$ cat config.mk
export PLATFORM = sky130hd
export DESIGN_NAME = pcir_regs
export DESIGN_NICKNAME = d
export VERILOG_FILES = /design/src/hw/pcir_pkg.sv /design/src/hw/pcir_regs.sv
export SDC_FILE = /design/constraint.sdc
export NUM_CORES = 1
export LEC_CHECK = 0
export BUFFER_PORTS_ARGS = -buffer_cell sky130_fd_sc_hd__buf_4
export CORE_MARGIN = 3
export CORE_UTILIZATION = 55
export CTS_CLUSTER_SIZE = 20
export DETAILED_ROUTE_END_ITERATION = 16
export PLACE_DENSITY = 0.92
export SETUP_SLACK_MARGIN = 0.02
export SYNTH_ARGS = -nofsm -noshare
export SYNTH_HDL_FRONTEND = slang
export SYNTH_SLANG_ARGS = --single-unit
export TNS_END_PERCENT = 20
$ cat constraint.sdc
create_clock -name sys_clk_in -period 3.2 [get_ports sys_clk_in]
set_input_delay 0.8 -clock sys_clk_in [delete_from_list [all_inputs] [get_ports sys_clk_in]]
set_output_delay 0.8 -clock sys_clk_in [all_outputs]
set_load 0.01 [all_outputs]
$ cat src/hw/pcir_pkg.sv
// Constants, register map and field layout for the page, command and interrupt register front end.
package pcir_pkg;
    // Register offsets inside a page; page selection sits at offset zero of every page.
    localparam logic [3:0] OFS_PAGE_SELECT  = 4'h0;
    localparam logic [3:0] OFS_COMMAND      = 4'h1;
    localparam logic [3:0] OFS_IRQ_EN_PRI   = 4'h2;
    localparam logic [3:0] OFS_IRQ_EN_SEC   = 4'h3;
    localparam logic [3:0] OFS_IRQ_REQ_PRI  = 4'h4;
    localparam logic [1:0] PAGE_ZERO        = 2'h0;
    // Reset values.
    localparam logic [7:0] RST_PAGE_SELECT  = 8'h00;
    localparam logic [7:0] RST_COMMAND      = 8'h20;
    localparam logic [7:0] RST_IRQ_EN_PRI   = 8'h80;
    localparam logic [7:0] RST_IRQ_EN_SEC   = 8'h00;
    localparam logic [7:0] RST_IRQ_REQ_PRI  = 8'h14;
    // Implemented bit masks; every other bit is reserved and stays zero.
    localparam logic [7:0] MASK_PAGE_SELECT = 8'h83;
    localparam logic [7:0] MASK_COMMAND     = 8'h3F;
    localparam logic [7:0] MASK_IRQ_EN_SEC  = 8'h9F;
    // Field positions.
    localparam int BIT_PAGE_OVERRIDE  = 7;
    localparam int BIT_RX_OFF         = 5;
    localparam int BIT_SLEEP          = 4;
    localparam int BIT_PIN_INVERT     = 7;
    localparam int BIT_PIN_CMOS       = 7;
    localparam int BIT_SET_CLEAR_SEL  = 7;
    localparam int BIT_TX_DONE        = 6;
    localparam int BIT_RX_DONE        = 5;
    localparam int BIT_IDLE           = 4;
    localparam int BIT_FIFO_HIGH      = 3;
    localparam int BIT_FIFO_LOW       = 2;
    localparam int BIT_ERROR          = 1;
    localparam int BIT_TIMER          = 0;
    // Command codes that this block itself must recognise.
    localparam logic [3:0] CMD_IDLE       = 4'h0;
    localparam logic [3:0] CMD_SOFT_RESET = 4'hF;
    // FIFO depth used by the high level comparison.
    localparam logic [6:0] FIFO_DEPTH     = 7'h40;
    // Soft sleep sequencing states.
    typedef enum logic [1:0] {PCIR_PWR_RUN, PCIR_PWR_SLEEP, PCIR_PWR_WAKE} pcir_pwr_t;
endpackage

$ cat src/hw/pcir_regs.sv
// Page select, command and interrupt enable/request registers with the interrupt pin driver.
`timescale 1ns/1ps
`default_nettype none
module pcir_regs
    import pcir_pkg::*;
#(
    parameter logic [15:0] KNOWN_CMD_MASK = 16'hFFFF  // One bit per command code that the core accepts.
) (
    input  wire  logic       sys_clk_in,                // Core clock, 20 MHz.
    input  wire  logic       arst_n_in,                 // Asynchronous reset, active low.
    input  wire  logic       host_wr_in,                // One-cycle register write strobe.
    input  wire  logic       host_rd_in,                // One-cycle register read strobe.
    input  wire  logic [5:0] host_latch_addr_in,        // Internal address latch contents.
    input  wire  logic [7:0] host_wdata_in,             // Write data.
    input  wire  logic       tx_last_bit_sent_in,       // Pulse after final transmitted bit.
    input  wire  logic       rx_end_valid_in,           // Pulse at end of a valid receive stream.
    input  wire  logic       suppress_empty_receive_in, // Receive done needs FIFO data when high.
    input  wire  logic [6:0] fifo_count_in,             // Bytes stored in the FIFO, 0 to 64.
    input  wire  logic [5:0] water_level_in,            // FIFO warning level.
    input  wire  logic [7:0] error_bits_in,             // Error register contents.
    input  wire  logic       timer_zero_in,             // Pulse when the timer reaches zero.
    input  wire  logic       command_done_in,           // Pulse when the running command ends itself.
    input  wire  logic       core_ready_in,             // Level, core ready after wake-up.
    input  wire  logic [4:0] secondary_request_in,      // Secondary request bits, held elsewhere.
    output logic       [5:0] reg_addr_out,              // Resolved register address of last access.
    output logic       [7:0] host_rdata_out,            // Read data.
    output logic             host_rvalid_out,           // Pulse, read data valid.
    output logic       [3:0] command_code_out,          // Command currently executing.
    output logic             command_start_out,         // Pulse, a command was started.
    output logic             receiver_analog_off_out,   // Analog receiver switched off.
    output logic             soft_sleep_out,            // Core held in soft sleep.
    output logic             irq_status_out,            // Combined pending-interrupt status.
    output logic             fifo_high_level_status_out,// FIFO high level status.
    output logic             fifo_low_level_status_out, // FIFO low level status.
    output logic             irq_pin_out,               // Interrupt pin output value.
    output logic             irq_pin_oe_out             // Interrupt pin output enable, high drives.
);

    // High level test; the subtraction is done at 8 bits so a count of 64 cannot wrap.
    function automatic logic fifo_high(input logic [6:0] cnt, input logic [5:0] wl);
        logic [7:0] room;
        room = {1'b0, FIFO_DEPTH} - {1'b0, cnt};
        return room <= {2'b00, wl};
    endfunction

    // Stored state.
    logic [7:0] page_reg, page_next;          // Page override and page number.
    logic [7:0] cmd_reg, cmd_next;            // Receiver off, sleep request, command field.
    logic [7:0] en_pri_reg, en_pri_next;      // Pin invert plus seven primary enables.
    logic [7:0] en_sec_reg, en_sec_next;      // Pin drive plus five secondary enables.
    logic [6:0] req_reg, req_next;            // Primary requests; bit seven is never stored.
    pcir_pwr_t  pwr_reg, pwr_next;            // Soft sleep sequencer.
    logic [5:0] addr_reg, addr_next;
    logic [7:0] rdata_reg, rdata_next;
    logic       rvalid_reg, rvalid_next;
    logic       start_reg, start_next;
    logic       irq_reg, irq_next;
    logic       high_reg, high_next;
    logic       low_reg, low_next;
    logic       pin_reg, pin_next;
    logic       oe_reg, oe_next;
    // Decode helpers.
    logic [5:0] addr;
    logic       sel_page, sel_cmd, sel_en_pri, sel_en_sec, sel_req;
    logic       high_now, low_now, pend_now, pin_val, sleep_bit;
    logic [6:0] hw_set;

    // Address resolution and decode.
    always_comb begin
        if (page_reg[BIT_PAGE_OVERRIDE]) begin
            addr = {page_reg[1:0], host_latch_addr_in[3:0]};
        end else begin
            addr = host_latch_addr_in;
        end
        // Page select is visible at offset zero of every page.
        sel_page   = (addr[3:0] == OFS_PAGE_SELECT);
        sel_cmd    = (addr == {PAGE_ZERO, OFS_COMMAND});
        sel_en_pri = (addr == {PAGE_ZERO, OFS_IRQ_EN_PRI});
        sel_en_sec = (addr == {PAGE_ZERO, OFS_IRQ_EN_SEC});
        sel_req    = (addr == {PAGE_ZERO, OFS_IRQ_REQ_PRI});
    end

    // Level status, hardware request sources and the interrupt pin value.
    always_comb begin
        high_now = fifo_high(fifo_count_in, water_level_in);
        low_now  = (fifo_count_in <= {1'b0, water_level_in});
        hw_set = 7'h00;
        hw_set[BIT_TX_DONE] = tx_last_bit_sent_in;
        hw_set[BIT_RX_DONE] = rx_end_valid_in & (~suppress_empty_receive_in | (fifo_count_in != 7'h00));
        hw_set[BIT_FIFO_HIGH] = high_now;
        hw_set[BIT_FIFO_LOW]  = low_now;
        hw_set[BIT_ERROR] = |error_bits_in;
        hw_set[BIT_TIMER] = timer_zero_in;
        if ((command_done_in && cmd_reg[3:0] != CMD_IDLE)
            || (host_wr_in && sel_cmd && !KNOWN_CMD_MASK[host_wdata_in[3:0]])) begin
            hw_set[BIT_IDLE] = 1'b1;
        end
        pend_now = |(req_reg & en_pri_reg[6:0]) | |(secondary_request_in & en_sec_reg[4:0]);
        pin_val = en_pri_reg[BIT_PIN_INVERT] ? ~pend_now : pend_now;
        // sleep bit shows one through wake-up
        sleep_bit = (pwr_reg != PCIR_PWR_RUN);
    end

    // Register writes, internal updates and sleep sequencing.
    always_comb begin
        page_next   = page_reg;
        cmd_next    = cmd_reg;
        en_pri_next = en_pri_reg;
        en_sec_next = en_sec_reg;
        req_next    = req_reg;
        pwr_next    = pwr_reg;
        start_next  = 1'b0;
        // control bits only from host writes
        if (host_wr_in && sel_page) begin
            page_next = host_wdata_in & MASK_PAGE_SELECT;
        end
        if (host_wr_in && sel_en_pri) begin
            en_pri_next = host_wdata_in;
        end
        if (host_wr_in && sel_en_sec) begin
            en_sec_next = host_wdata_in & MASK_IRQ_EN_SEC;
        end
        if (command_done_in) begin
            cmd_next[3:0] = CMD_IDLE;
        end
        if (host_wr_in && sel_cmd) begin
            cmd_next[BIT_RX_OFF] = host_wdata_in[BIT_RX_OFF];
            // start command; unknown codes fall back to idle
            cmd_next[3:0] = KNOWN_CMD_MASK[host_wdata_in[3:0]] ? host_wdata_in[3:0] : CMD_IDLE;
            start_next    = KNOWN_CMD_MASK[host_wdata_in[3:0]] && (host_wdata_in[3:0] != CMD_IDLE);
            if (host_wdata_in[BIT_SLEEP] && cmd_reg[3:0] != CMD_SOFT_RESET
                && host_wdata_in[3:0] != CMD_SOFT_RESET) begin
                pwr_next = PCIR_PWR_SLEEP;
            end else if (!host_wdata_in[BIT_SLEEP] && pwr_reg == PCIR_PWR_SLEEP) begin
                pwr_next = PCIR_PWR_WAKE;
            end
        end
        if (pwr_reg == PCIR_PWR_WAKE && pwr_next == PCIR_PWR_WAKE && core_ready_in) begin
            pwr_next = PCIR_PWR_RUN;
        end
        cmd_next[BIT_SLEEP] = (pwr_next != PCIR_PWR_RUN);
        cmd_next = cmd_next & MASK_COMMAND;
        if (host_wr_in && sel_req) begin
            if (host_wdata_in[BIT_SET_CLEAR_SEL]) begin
                req_next = req_reg | host_wdata_in[6:0];
            end else begin
                req_next = req_reg & ~host_wdata_in[6:0];
            end
        end
        // only host clears; hardware set wins over a same-cycle clear
        req_next = req_next | hw_set;
    end

    // Read path, pin drive and registered outputs.
    always_comb begin
        addr_next   = (host_wr_in || host_rd_in) ? addr : addr_reg;
        rvalid_next = host_rd_in;
        rdata_next  = rdata_reg;
        if (host_rd_in) begin
            rdata_next = 8'h00;
            if (sel_page) begin
                rdata_next = page_reg;
            end else if (sel_cmd) begin
                rdata_next = {cmd_reg[7:5], sleep_bit, cmd_reg[3:0]};
            end else if (sel_en_pri) begin
                rdata_next = en_pri_reg;
            end else if (sel_en_sec) begin
                rdata_next = en_sec_reg;
            end else if (sel_req) begin
                rdata_next = {1'b0, req_reg};
            end
        end
        irq_next  = pend_now;
        high_next = high_now;
        low_next  = low_now;
        if (en_sec_reg[BIT_PIN_CMOS]) begin
            pin_next = pin_val;
            oe_next  = 1'b1;
        end else begin
            pin_next = 1'b0;
            oe_next  = ~pin_val;
        end
    end

    // State registers; reset leaves the pin released under the default settings.
    always_ff @(posedge sys_clk_in or negedge arst_n_in) begin
        if (!arst_n_in) begin
            page_reg   <= RST_PAGE_SELECT;
            cmd_reg    <= RST_COMMAND;
            en_pri_reg <= RST_IRQ_EN_PRI;
            en_sec_reg <= RST_IRQ_EN_SEC;
            req_reg    <= RST_IRQ_REQ_PRI[6:0];
            pwr_reg    <= PCIR_PWR_RUN;
            addr_reg   <= 6'h00;
            rdata_reg  <= 8'h00;
            rvalid_reg <= 1'b0;
            start_reg  <= 1'b0;
            irq_reg    <= 1'b0;
            high_reg   <= 1'b0;
            low_reg    <= 1'b0;
            pin_reg    <= 1'b0;
            oe_reg     <= 1'b0;
        end else begin
            page_reg   <= page_next;
            cmd_reg    <= cmd_next;
            en_pri_reg <= en_pri_next;
            en_sec_reg <= en_sec_next;
            req_reg    <= req_next;
            pwr_reg    <= pwr_next;
            addr_reg   <= addr_next;
            rdata_reg  <= rdata_next;
            rvalid_reg <= rvalid_next;
            start_reg  <= start_next;
            irq_reg    <= irq_next;
            high_reg   <= high_next;
            low_reg    <= low_next;
            pin_reg    <= pin_next;
            oe_reg     <= oe_next;
        end
    end

    assign reg_addr_out               = addr_reg;
    assign host_rdata_out             = rdata_reg;
    assign host_rvalid_out            = rvalid_reg;
    assign command_code_out           = cmd_reg[3:0];
    assign command_start_out          = start_reg;
    assign receiver_analog_off_out    = cmd_reg[BIT_RX_OFF];
    assign soft_sleep_out             = cmd_reg[BIT_SLEEP];
    assign irq_status_out             = irq_reg;
    assign fifo_high_level_status_out = high_reg;
    assign fifo_low_level_status_out  = low_reg;
    assign irq_pin_out                = pin_reg;
    assign irq_pin_oe_out             = oe_reg;

    // Checks on the design's own outputs and request register.
    AST_WO_ZERO: assert property (@(posedge sys_clk_in) disable iff (!arst_n_in)
        host_rd_in && sel_req |=> host_rdata_out[7] == 1'b0) else $error("select bit read nonzero");
    AST_RSV_ZERO: assert property (@(posedge sys_clk_in) disable iff (!arst_n_in)
        host_rdata_out[6:2] == 5'h00 || $past(!sel_page || !host_rd_in)) else $error("page reserved bits set");
    AST_RX_OFF: assert property (@(posedge sys_clk_in) disable iff (!arst_n_in)
        host_wr_in && sel_cmd |=> receiver_analog_off_out == $past(host_wdata_in[BIT_RX_OFF]))
        else $error("receiver off not taken");
    AST_SLEEP_REFUSE: assert property (@(posedge sys_clk_in) disable iff (!arst_n_in)
        host_wr_in && sel_cmd && !soft_sleep_out
        && (cmd_reg[3:0] == CMD_SOFT_RESET || host_wdata_in[3:0] == CMD_SOFT_RESET) |=> !soft_sleep_out)
        else $error("sleep set during reset");
    AST_WAKE_HOLD: assert property (@(posedge sys_clk_in) disable iff (!arst_n_in)
        pwr_reg == PCIR_PWR_WAKE && !core_ready_in |=> soft_sleep_out) else $error("sleep bit dropped early");
    AST_REQ_SET: assert property (@(posedge sys_clk_in) disable iff (!arst_n_in)
        host_wr_in && sel_req && host_wdata_in[7] |=> ((req_reg & $past(host_wdata_in[6:0])) == $past(host_wdata_in[6:0])))
        else $error("marked request not set");
    AST_TX_SET: assert property (@(posedge sys_clk_in) disable iff (!arst_n_in)
        tx_last_bit_sent_in |=> req_reg[BIT_TX_DONE]) else $error("transmit done missed");
    AST_ERR_SET: assert property (@(posedge sys_clk_in) disable iff (!arst_n_in)
        error_bits_in != 8'h00 |=> req_reg[BIT_ERROR]) else $error("error request missed");
    AST_NO_SELF_CLEAR: assert property (@(posedge sys_clk_in) disable iff (!arst_n_in)
        !(host_wr_in && sel_req) |=> (req_reg & $past(req_reg)) == $past(req_reg)) else $error("request lost");
    AST_PIN: assert property (@(posedge sys_clk_in) disable iff (!arst_n_in)
        ##1 en_sec_reg[BIT_PIN_CMOS] && $stable(en_sec_reg) && $stable(en_pri_reg) |->
        irq_pin_oe_out && irq_pin_out == (irq_status_out ^ en_pri_reg[BIT_PIN_INVERT])) else $error("pin level wrong");
    AST_IDLE_UNKNOWN: assert property (@(posedge sys_clk_in) disable iff (!arst_n_in)
        host_wr_in && sel_cmd && !KNOWN_CMD_MASK[host_wdata_in[3:0]] |=> req_reg[BIT_IDLE] && command_code_out == CMD_IDLE)
        else $error("unknown command not reverted");

    COV_READ_REQ: cover property (@(posedge sys_clk_in) disable iff (!arst_n_in) host_rd_in && sel_req ##1 host_rvalid_out);
    COV_WAKE: cover property (@(posedge sys_clk_in) disable iff (!arst_n_in) pwr_reg == PCIR_PWR_WAKE ##1 pwr_reg == PCIR_PWR_RUN);
    COV_IRQ_PIN: cover property (@(posedge sys_clk_in) disable iff (!arst_n_in) !irq_status_out ##1 irq_status_out);
    COV_OVERRIDE: cover property (@(posedge sys_clk_in) disable iff (!arst_n_in) page_reg[BIT_PAGE_OVERRIDE] && host_wr_in);

endmodule
`default_nettype wire

==> reports/results.txt, run 1 <==
The run gives 2508 as the number of global-route vias before repair. Summed over all nets, the half-perimeter wirelength after detailed placement is 5350 um. The placed instance area was 3530 sq um. The number of nets handed over by synthesis was 336. 77 I/O pins were placed. Number of endpoints failing setup at the final stage: 0. The flow ran to the end, and the final reports show no timing, DRC or antenna violations. In the final layout, the share of cells above drive strength 1 is 33.9%. Compared with the post-synthesis result, the final layout area differs by 25.5%.

Internal power comes to 0.00124 W. Using the TritonRoute via totals, the vias-per-cell ratio works out to 5.97. The average wire length per cell after detail routing is 16.8 um, and the number of remaining DRC errors is 0.

For the pin with the worst max-slew slack, the measured transition is 0.991 ns. Headroom to the max-slew limit came out at 33.7%. By area the synthesized netlist is led by sky130_fd_sc_hd__dfrtp_1, sky130_fd_sc_hd__mux2_2, sky130_fd_sc_hd__ha_1, sky130_fd_sc_hd__dfstp_2, sky130_fd_sc_hd__inv_1.

Across the run, the number of max-cap violations was 0. The clock period minus final worst setup slack came out at 2.34 ns. The run gives 0 as the count of inserted antenna diode cells. The maximum frequency from static timing analysis was 427 MHz.

The hold slack came out at 0.491 ns. Clock skew on the completed layout was measured at 0.0122 ns. Number of antenna violations at the first check in global routing: 0. After clock tree synthesis, the repair step resized 0 gates.

The critical-path maximum fanout is 3, and the placer's final routability congestion estimate is 0.914. TritonCTS built the clock tree. Summed over all layers, the global routing overflow is 0. Number of I/O port buffers: 76. After layout, the worst path uses 73.2% of the clock period. In this run the static leakage power is 1.71 nW.

The analysis attributes to net switching a power of 0.000475 W. The number of H-tree branching levels was 2; the wire length of the first global-routing pass was 11700 um. The tools report the sequential cell area fraction in the yosys report as 45.8%.

The logs give 7040 um for the total wire length after detailed routing and 25 for the site row count. Of the total power, the share spent switching nets is 27.8%. The sequential cells in the finished layout cover a total of 1330 sq um.

After the last flow step, the layout net total stands at 412. Total global-route track usage: 24.1%. After technology mapping, the gate count stands at 274. After clock tree synthesis, the clock-pin slew on the worst setup and hold paths is 0.10 ns. In this run the remaining antenna-violating nets after routing total 0. The netlist uses 53 different library cells.

sky130_fd_sc_hd__dfrtp_1 takes more of the synthesized area than any other cell. The total negative setup slack came out at 0 ns. Entering global routing, the biggest net connects 54 pins.

In the synthesized netlist the dominant register cell turns out to be sky130_fd_sc_hd__dfrtp_1. Yosys printed 0 warnings. Setup repair after global routing left no endpoint under its margin.

Counting flops with an async set or reset pin after synthesis yields a share of 100%. At the worst endpoint, the arrival time is 2.53 ns. The run gives 370 as the total of fill cells in the finished design. The number of buffers inserted by post-CTS setup repair was 0; the number of synthesized flops with an enable pin was 0. The number of endpoints with negative hold slack in the final report was 0. The part of the total power dissipated in combinational logic is 24.5%. The clock drives 53 sinks.

Die extent in y: 78.7 um. In the layout the commonest cells are sky130_fd_sc_hd__buf_4, sky130_fd_sc_hd__dfrtp_1, sky130_fd_sc_hd__mux2_2. The pre-antenna-repair detailed-routing pass consisted of 5 iterations.

The core region is 4910 sq um. The die covers 6190 sq um. Kind of start point of the critical path: an input pin. For this design the ratio of total power to cell area is 470 nW/um^2. The clock network accounts for 26.3% of the total power. The cell chosen for the clock root is sky130_fd_sc_hd__clkbuf_8. Number of buffers added by the clock tree synthesis step: 5.

Buffers inserted to repair hold after CTS numbered 0. At the worst endpoint, the required time is 3.39 ns. The share of power burned in registers is 49.2%. The category of the critical setup timing path was in -> reg. The synthesized design contains 53 register bits.

The final count of pins violating max slew is 0, and the width of the chip is 78.7 um. The completed layout was analyzed and its total power is 0.00171 W. After synthesis, the largest area contributor takes up 42.2% of total cell area.

The starting density of the core is 59.2%, and the average cell area after synthesis is 10.6 sq um. With fillers left out, the area of the finished cells amounts to 3650 sq um. The worst supply voltage drop on vdd is 0.302 mV. Most common cell after layout, fill and taps aside: sky130_fd_sc_hd__buf_4.

The area used by multi-input combinational logic was 1460 sq um. STA classifies the critical path endpoint as a flop. The overall via count from detail_route is 2497, and the largest buffer count on any clock path is 2. At the later pin of the worst-skew pair, clock insertion delay measures 0.31 ns.

In this run the worst hold path is classified as reg -> reg. In this run the cell area of the synthesized design comes to 2910 sq um. The initial DRC count came out at 221.
==> metrics by stage <==
step	setup slack (ns)	cells	util [%]
2_1_floorplan	0.821	274	-
6_report	0.859	418	74.2
4_1_cts	0.867	418	74.2
5_1_grt	0.730	418	74.2
3_5_place_dp	0.553	410	72.0
3_3_place_gp	0.610	410	72.0
==> cell type report <==
cell class	instances	share of cell area, %
flip-flops and latches	53	36.5
inverters	21	2.16
clock inverters	2	1.06
clock buffers	6	1.99
well taps	67	2.30
multi-input cells	192	40.1
repair buffers	77	15.9
==> logic make-up (layout without fill, tap and decap cells) <==
group                    after synthesis  after routing  synth area share [%]
multiplexers                          29             29                  11.0
XOR/XNOR                               4              4                  1.21
flip-flops                            53             53                  45.8
buffers and inverters                 29            106                  3.83
AO/OA/AOI/OAI                         65             65                  17.1
AND/OR/NAND/NOR                       82             82                  15.9
adder cells (fa/ha/maj)               12             12                  5.17
==> power by group through the flow <==
stage,Sequential [W],Combinational (W),Clock (W)
after floorplan,0.000856,0.000221,0
after CTS,0.000841,0.000423,0.000461
after global routing,0.000856,0.000465,0.000492
final,0.000841,0.000420,0.000451
after global placement,0.000848,0.000406,0
after detailed placement,0.000855,0.000420,0
==> worst paths after layout <==
path / from / endpoint / slack [ns] / cells past startpoint
max in group asynchronous: arst_n_in / en_sec_reg[1] / 2.24 / 1
worst max-delay path: fifo_count_in[1] / req_reg[3] / 0.86 / 9
worst max register to register: page_reg[7] / req_reg[6] / 1.09 / 4
worst min register to register: reg_addr_out[4] / reg_addr_out[4] / 0.49 / 2
worst min-delay path: reg_addr_out[4] / reg_addr_out[4] / 0.49 / 2
min in group asynchronous: arst_n_in / reg_addr_out[4] / 0.51 / 1
==> routing by layer <==
metal / share of wire (%) / global-route usage [%] / wire length, um / up-vias
met3: 8.0 / 5.28 / 560 / 16
met1: 40 / 30.1 / 2800 / 1195
met2: 50 / 40.7 / 3500 / 114
met4: 2.5 / 8.74 / 175 / 0
li1: - / - / - / 1172
met5: 0 / 0 / 0 / -
==> worst max-delay path, stage by stage <==
cell	delay, ns
sky130_fd_sc_hd__buf_4	0.12
sky130_fd_sc_hd__nor3_1	0.28
sky130_fd_sc_hd__nor3b_1	0.28
sky130_fd_sc_hd__xnor2_1	0.10
sky130_fd_sc_hd__ha_1	0.31
sky130_fd_sc_hd__a211oi_1	0.08
sky130_fd_sc_hd__o221ai_1	0.08
sky130_fd_sc_hd__o221ai_1	0.16
sky130_fd_sc_hd__a221o_1	0.33
==> cells in the mapped netlist, types with 5 or more instances <==
cell type and number:
sky130_fd_sc_hd__a21oi_1 6, sky130_fd_sc_hd__mux2i_1 5, sky130_fd_sc_hd__mux2_2 24, sky130_fd_sc_hd__ha_1 12, sky130_fd_sc_hd__a22oi_1 5, sky130_fd_sc_hd__o21a_1 5
sky130_fd_sc_hd__nor2_1 17, sky130_fd_sc_hd__nand2_1 17, sky130_fd_sc_hd__nand3_1 7, sky130_fd_sc_hd__dfrtp_1 49, sky130_fd_sc_hd__nand4_1 5, sky130_fd_sc_hd__clkbuf_1 5
sky130_fd_sc_hd__inv_1 21, sky130_fd_sc_hd__o21ai_0 10
Power figures use the tool's default switching activity.
==> run 2: changes to the inputs <==
--- a/config.mk
+++ b/config.mk
@@ -7,10 +7,10 @@
 export LEC_CHECK = 0
 export BUFFER_PORTS_ARGS = -buffer_cell sky130_fd_sc_hd__buf_4
 export CORE_MARGIN = 3
-export CORE_UTILIZATION = 55
+export CORE_UTILIZATION = 48
 export CTS_CLUSTER_SIZE = 20
 export DETAILED_ROUTE_END_ITERATION = 16
-export PLACE_DENSITY = 0.92
+export PLACE_DENSITY = 0.86
 export SETUP_SLACK_MARGIN = 0.02
 export SYNTH_ARGS = -nofsm -noshare
 export SYNTH_HDL_FRONTEND = slang
==> constraint.sdc (replaced) <==
create_clock -name sys_clk_in -period 1.9 [get_ports sys_clk_in]
set_input_delay 0.475 -clock sys_clk_in [delete_from_list [all_inputs] [get_ports sys_clk_in]]
set_output_delay 0.475 -clock sys_clk_in [all_outputs]
set_load 0.01 [all_outputs]
==> run 2 against run 1 <==
Against the previous run:
- die area increased by 13%
- flip-flop and latch count unchanged
- core utilization decreased by 4.5 points
- largest power group unchanged
- worst hold slack worse by 0.30 ns
- critical path type unchanged
- non-clock buffer count rose by 31
- global-route usage down 2.0 points
- via count up 6.3%
- wire length up 10%
- clock skew shrank 0.0034 ns
- sequential power grew 69%
- critical endpoint unchanged
==> reports/results.txt, run 2 (same netlist as run 1, synthesis figures left out) <==
The clock period minus final worst setup slack was 1.88 ns. The count of inserted antenna diode cells came out at 0 (unchanged). The tools report the initial DRC count as 159 (-28%). The number of buffers and inverters on the critical path was 1 (unchanged). The number of stages on the worst setup path is 9 (unchanged). Area of all sequential standard cells: 1330 sq um (+0.19%). Leaving out fill and tap cells, the most frequent cells in the layout are sky130_fd_sc_hd__buf_4, sky130_fd_sc_hd__dfrtp_1, sky130_fd_sc_hd__mux2_2. For the placer's final routability congestion estimate, the log shows 0.870 (-4.8%). In this run the critical register-to-register path is launched from page_reg[0]. The number of endpoints failing setup at the final stage is 0 (unchanged), and the critical-path maximum fanout is 3 (unchanged). The final cell utilization of the core is 69.8% (-4.5 points), and the number of I/O port buffers is 76 (unchanged). The cell depth of the worst flop-to-flop path was 4 (unchanged); the wire length of the first global-routing pass was 12600 um (+8.3%). The remaining global-route overflow came out at 0 (unchanged). Setup repair after global routing could not meet its margin everywhere. The area inside the core boundary was 5680 sq um (+16%); the number of antenna-violating nets in the routed design was 0 (unchanged). TritonCTS built the clock tree.

The reported max-cap violation count was 0 (unchanged); the number of buffers added by the clock tree synthesis step was 5 (unchanged). For the area used by multi-input combinational logic, the log shows 1550 sq um (+5.8%). The logs give 0 (unchanged) for the final count of pins violating max slew and 2.07 ns (-0.46 ns) for the worst path arrival time. The overall via count from detail_route was 2654 (+6.3%). The category of the critical setup timing path is in -> reg. For the number of top-level pins, the log shows 77 (unchanged). The worst setup path is launched from an input pin. The worst supply voltage drop on vdd is 0.420 mV (+39%), and the area added between synthesis and finish is 36.3%. The die extent in y was 83.8 um (+6.5%).

Launch point of the worst path: fifo_count_in[0]. The number of antenna violations at the first check in global routing was 0 (unchanged); the sum of net half-perimeters after detailed placement was 5820 um (+8.6%). The count of hold-fix buffers inserted at cts was 0 (unchanged); the total wire length after detailed routing was 7780 um (+10%). The via-per-instance ratio came out at 5.85 (-2.1%). The flow ran to the end, and the final reports show no timing, DRC or antenna violations. The logs give 2 (unchanged) for the largest buffer count on any clock path and 2.09 ns (-1.30 ns) for the critical path data required time. The power per cell area is 718 nW/um^2 (+53%), and the width of the chip is 83.8 um (+6.5%). Type of destination of the critical path: a flop. The tools report the end point of the critical path as req_reg[3]. The ratio of cells with drive above 1 in the final layout is 42.7% (+8.8 points). The clock latency reported for the late side of the worst-skew pair came out at 0.30 ns (about the same).

The number of H-tree branching levels is 2 (unchanged), and the total of fill cells in the finished design is 426 (+15%). The logs give 53 (unchanged) for the number of clock sinks seen by CTS and 54 (unchanged) for the largest net degree at the start of global routing. The floorplan die area was 7020 sq um (+13%); the maximum frequency from static timing analysis was 533 MHz.

The signal on the critical path passes through buf_8, nor3_4, nor3b_4, xnor2_2, ha_1, a211oi_2, o221ai_2, o221ai_2, a221o_1. The kind of cell adding the most delay to the critical path is compound AO/OA/AOI/OAI gates. In this run the worst hold path is classified as in -> async. The number of remaining DRC errors was 0 (unchanged); the clock transition at the registers of the reported paths was 0.09 ns (about the same). The placed instance area came out at 3770 sq um (+6.7%).

Number of nets in the finished design: 443 (+7.5%). The library cell used most frequently in the layout, excluding fill and tap cells, is sky130_fd_sc_hd__buf_4. The worst-case clock skew is 0.00877 ns (-0.00343 ns), and the remaining max-slew budget at the tightest pin is 51.6% (+18 points). The number of global-route vias before repair is 2642 (+5.3%).

The number of endpoints with negative hold slack in the final report came out at 0 (unchanged). In this design, the critical path's most frequently occurring cell is sky130_fd_sc_hd__o221ai_2. The total design power came out at 0.00284 W (+66%). The final design area excluding fillers is 3960 sq um (+8.6%), and the leakage dissipation is 1.86 nW (+9.2%). The average wire length per cell after detail routing was 17.1 um (+1.7%).

The internal reg-to-reg setup slack was 0.08 ns (-1.01 ns); the slew at the pin closest to its max-slew limit was 0.718 ns (-0.273 ns). The cell chosen for the clock root was sky130_fd_sc_hd__clkbuf_8. The delay contributed by the slowest stage of the critical path was 0.34 ns (about the same). The final clock period utilization by the worst path was 98.8%. The slowest cell on the critical path was sky130_fd_sc_hd__ha_1. Total global-route track usage: 22.1% (-2.0 points). The site row count was 27 (+8.0%); the starting density of the core was 51.2% (-8.0 points).

The worst reg2reg path endpoint is host_rdata_out[5]. The number of detailed-route iterations in the first pass is 4 (-1).
==> run 2: worst min-delay path by stage <==
stage | slack (ns) | cells after the start | from | endpoint
floorplan | 0.18 | 0 | arst_n_in | cmd_reg[0]
global placement | 0.46 | 2 | reg_addr_out[3] | reg_addr_out[3]
detailed placement | 0.47 | 2 | reg_addr_out[4] | reg_addr_out[4]
CTS | 0.22 | 1 | arst_n_in | reg_addr_out[4]
global route | 0.24 | 1 | arst_n_in | page_reg[7]
finish | 0.19 | 1 | arst_n_in | reg_addr_out[4]
==> run 2: cell type report <==
class / instances / area share, %
clock buffer: 7 / 1.93
inverter: 21 / 1.99
multi-input combinational: 192 / 39.1
sequential: 53 / 33.7
tap: 72 / 2.27
clock inverter: 1 / 0.190
timing repair buffer: 108 / 20.9
==> run 2: metal layers <==
| metal | vias up | wire length (um) | track usage [%] |
|---|---|---|---|
| met2 | 112 | 4060 | 40.3 |
| met4 | 0 | 135 | 4.82 |
| li1 | 1240 | - | - |
| met3 | 13 | 530 | 3.36 |
| met1 | 1289 | 3050 | 27.5 |
| met5 | - | 0 | 0 |
==> run 2: timing repair <==
item	in CTS	in global routing
gates cloned	0	0
endpoints found under the hold margin	0	0
pin swaps	5	6
resized for setup	4	13
setup endpoints to repair	2	12
setup buffers	3	0
==> run 2: through the flow <==
step / setup slack [ns] / TNS [ns] / hold WS [ns] / std cells
2_1_floorplan: -0.0384 / -0.0384 / 0.179 / 274
3_3_place_gp: -0.239 / -0.610 / 0.462 / 443
3_5_place_dp: -0.330 / -1.12 / 0.471 / 443
4_1_cts: 0.000378 / 0 / 0.216 / 454
5_1_grt: -0.0621 / -0.0658 / 0.245 / 454
6_report: 0.0221 / 0 / 0.193 / 454
==> run 2: report_power, final <==
group          internal [W]  switching (W)
logic              0.000448       0.000356
clock network      0.000261       0.000354
registers           0.00130       0.000123
total               0.00201       0.000833
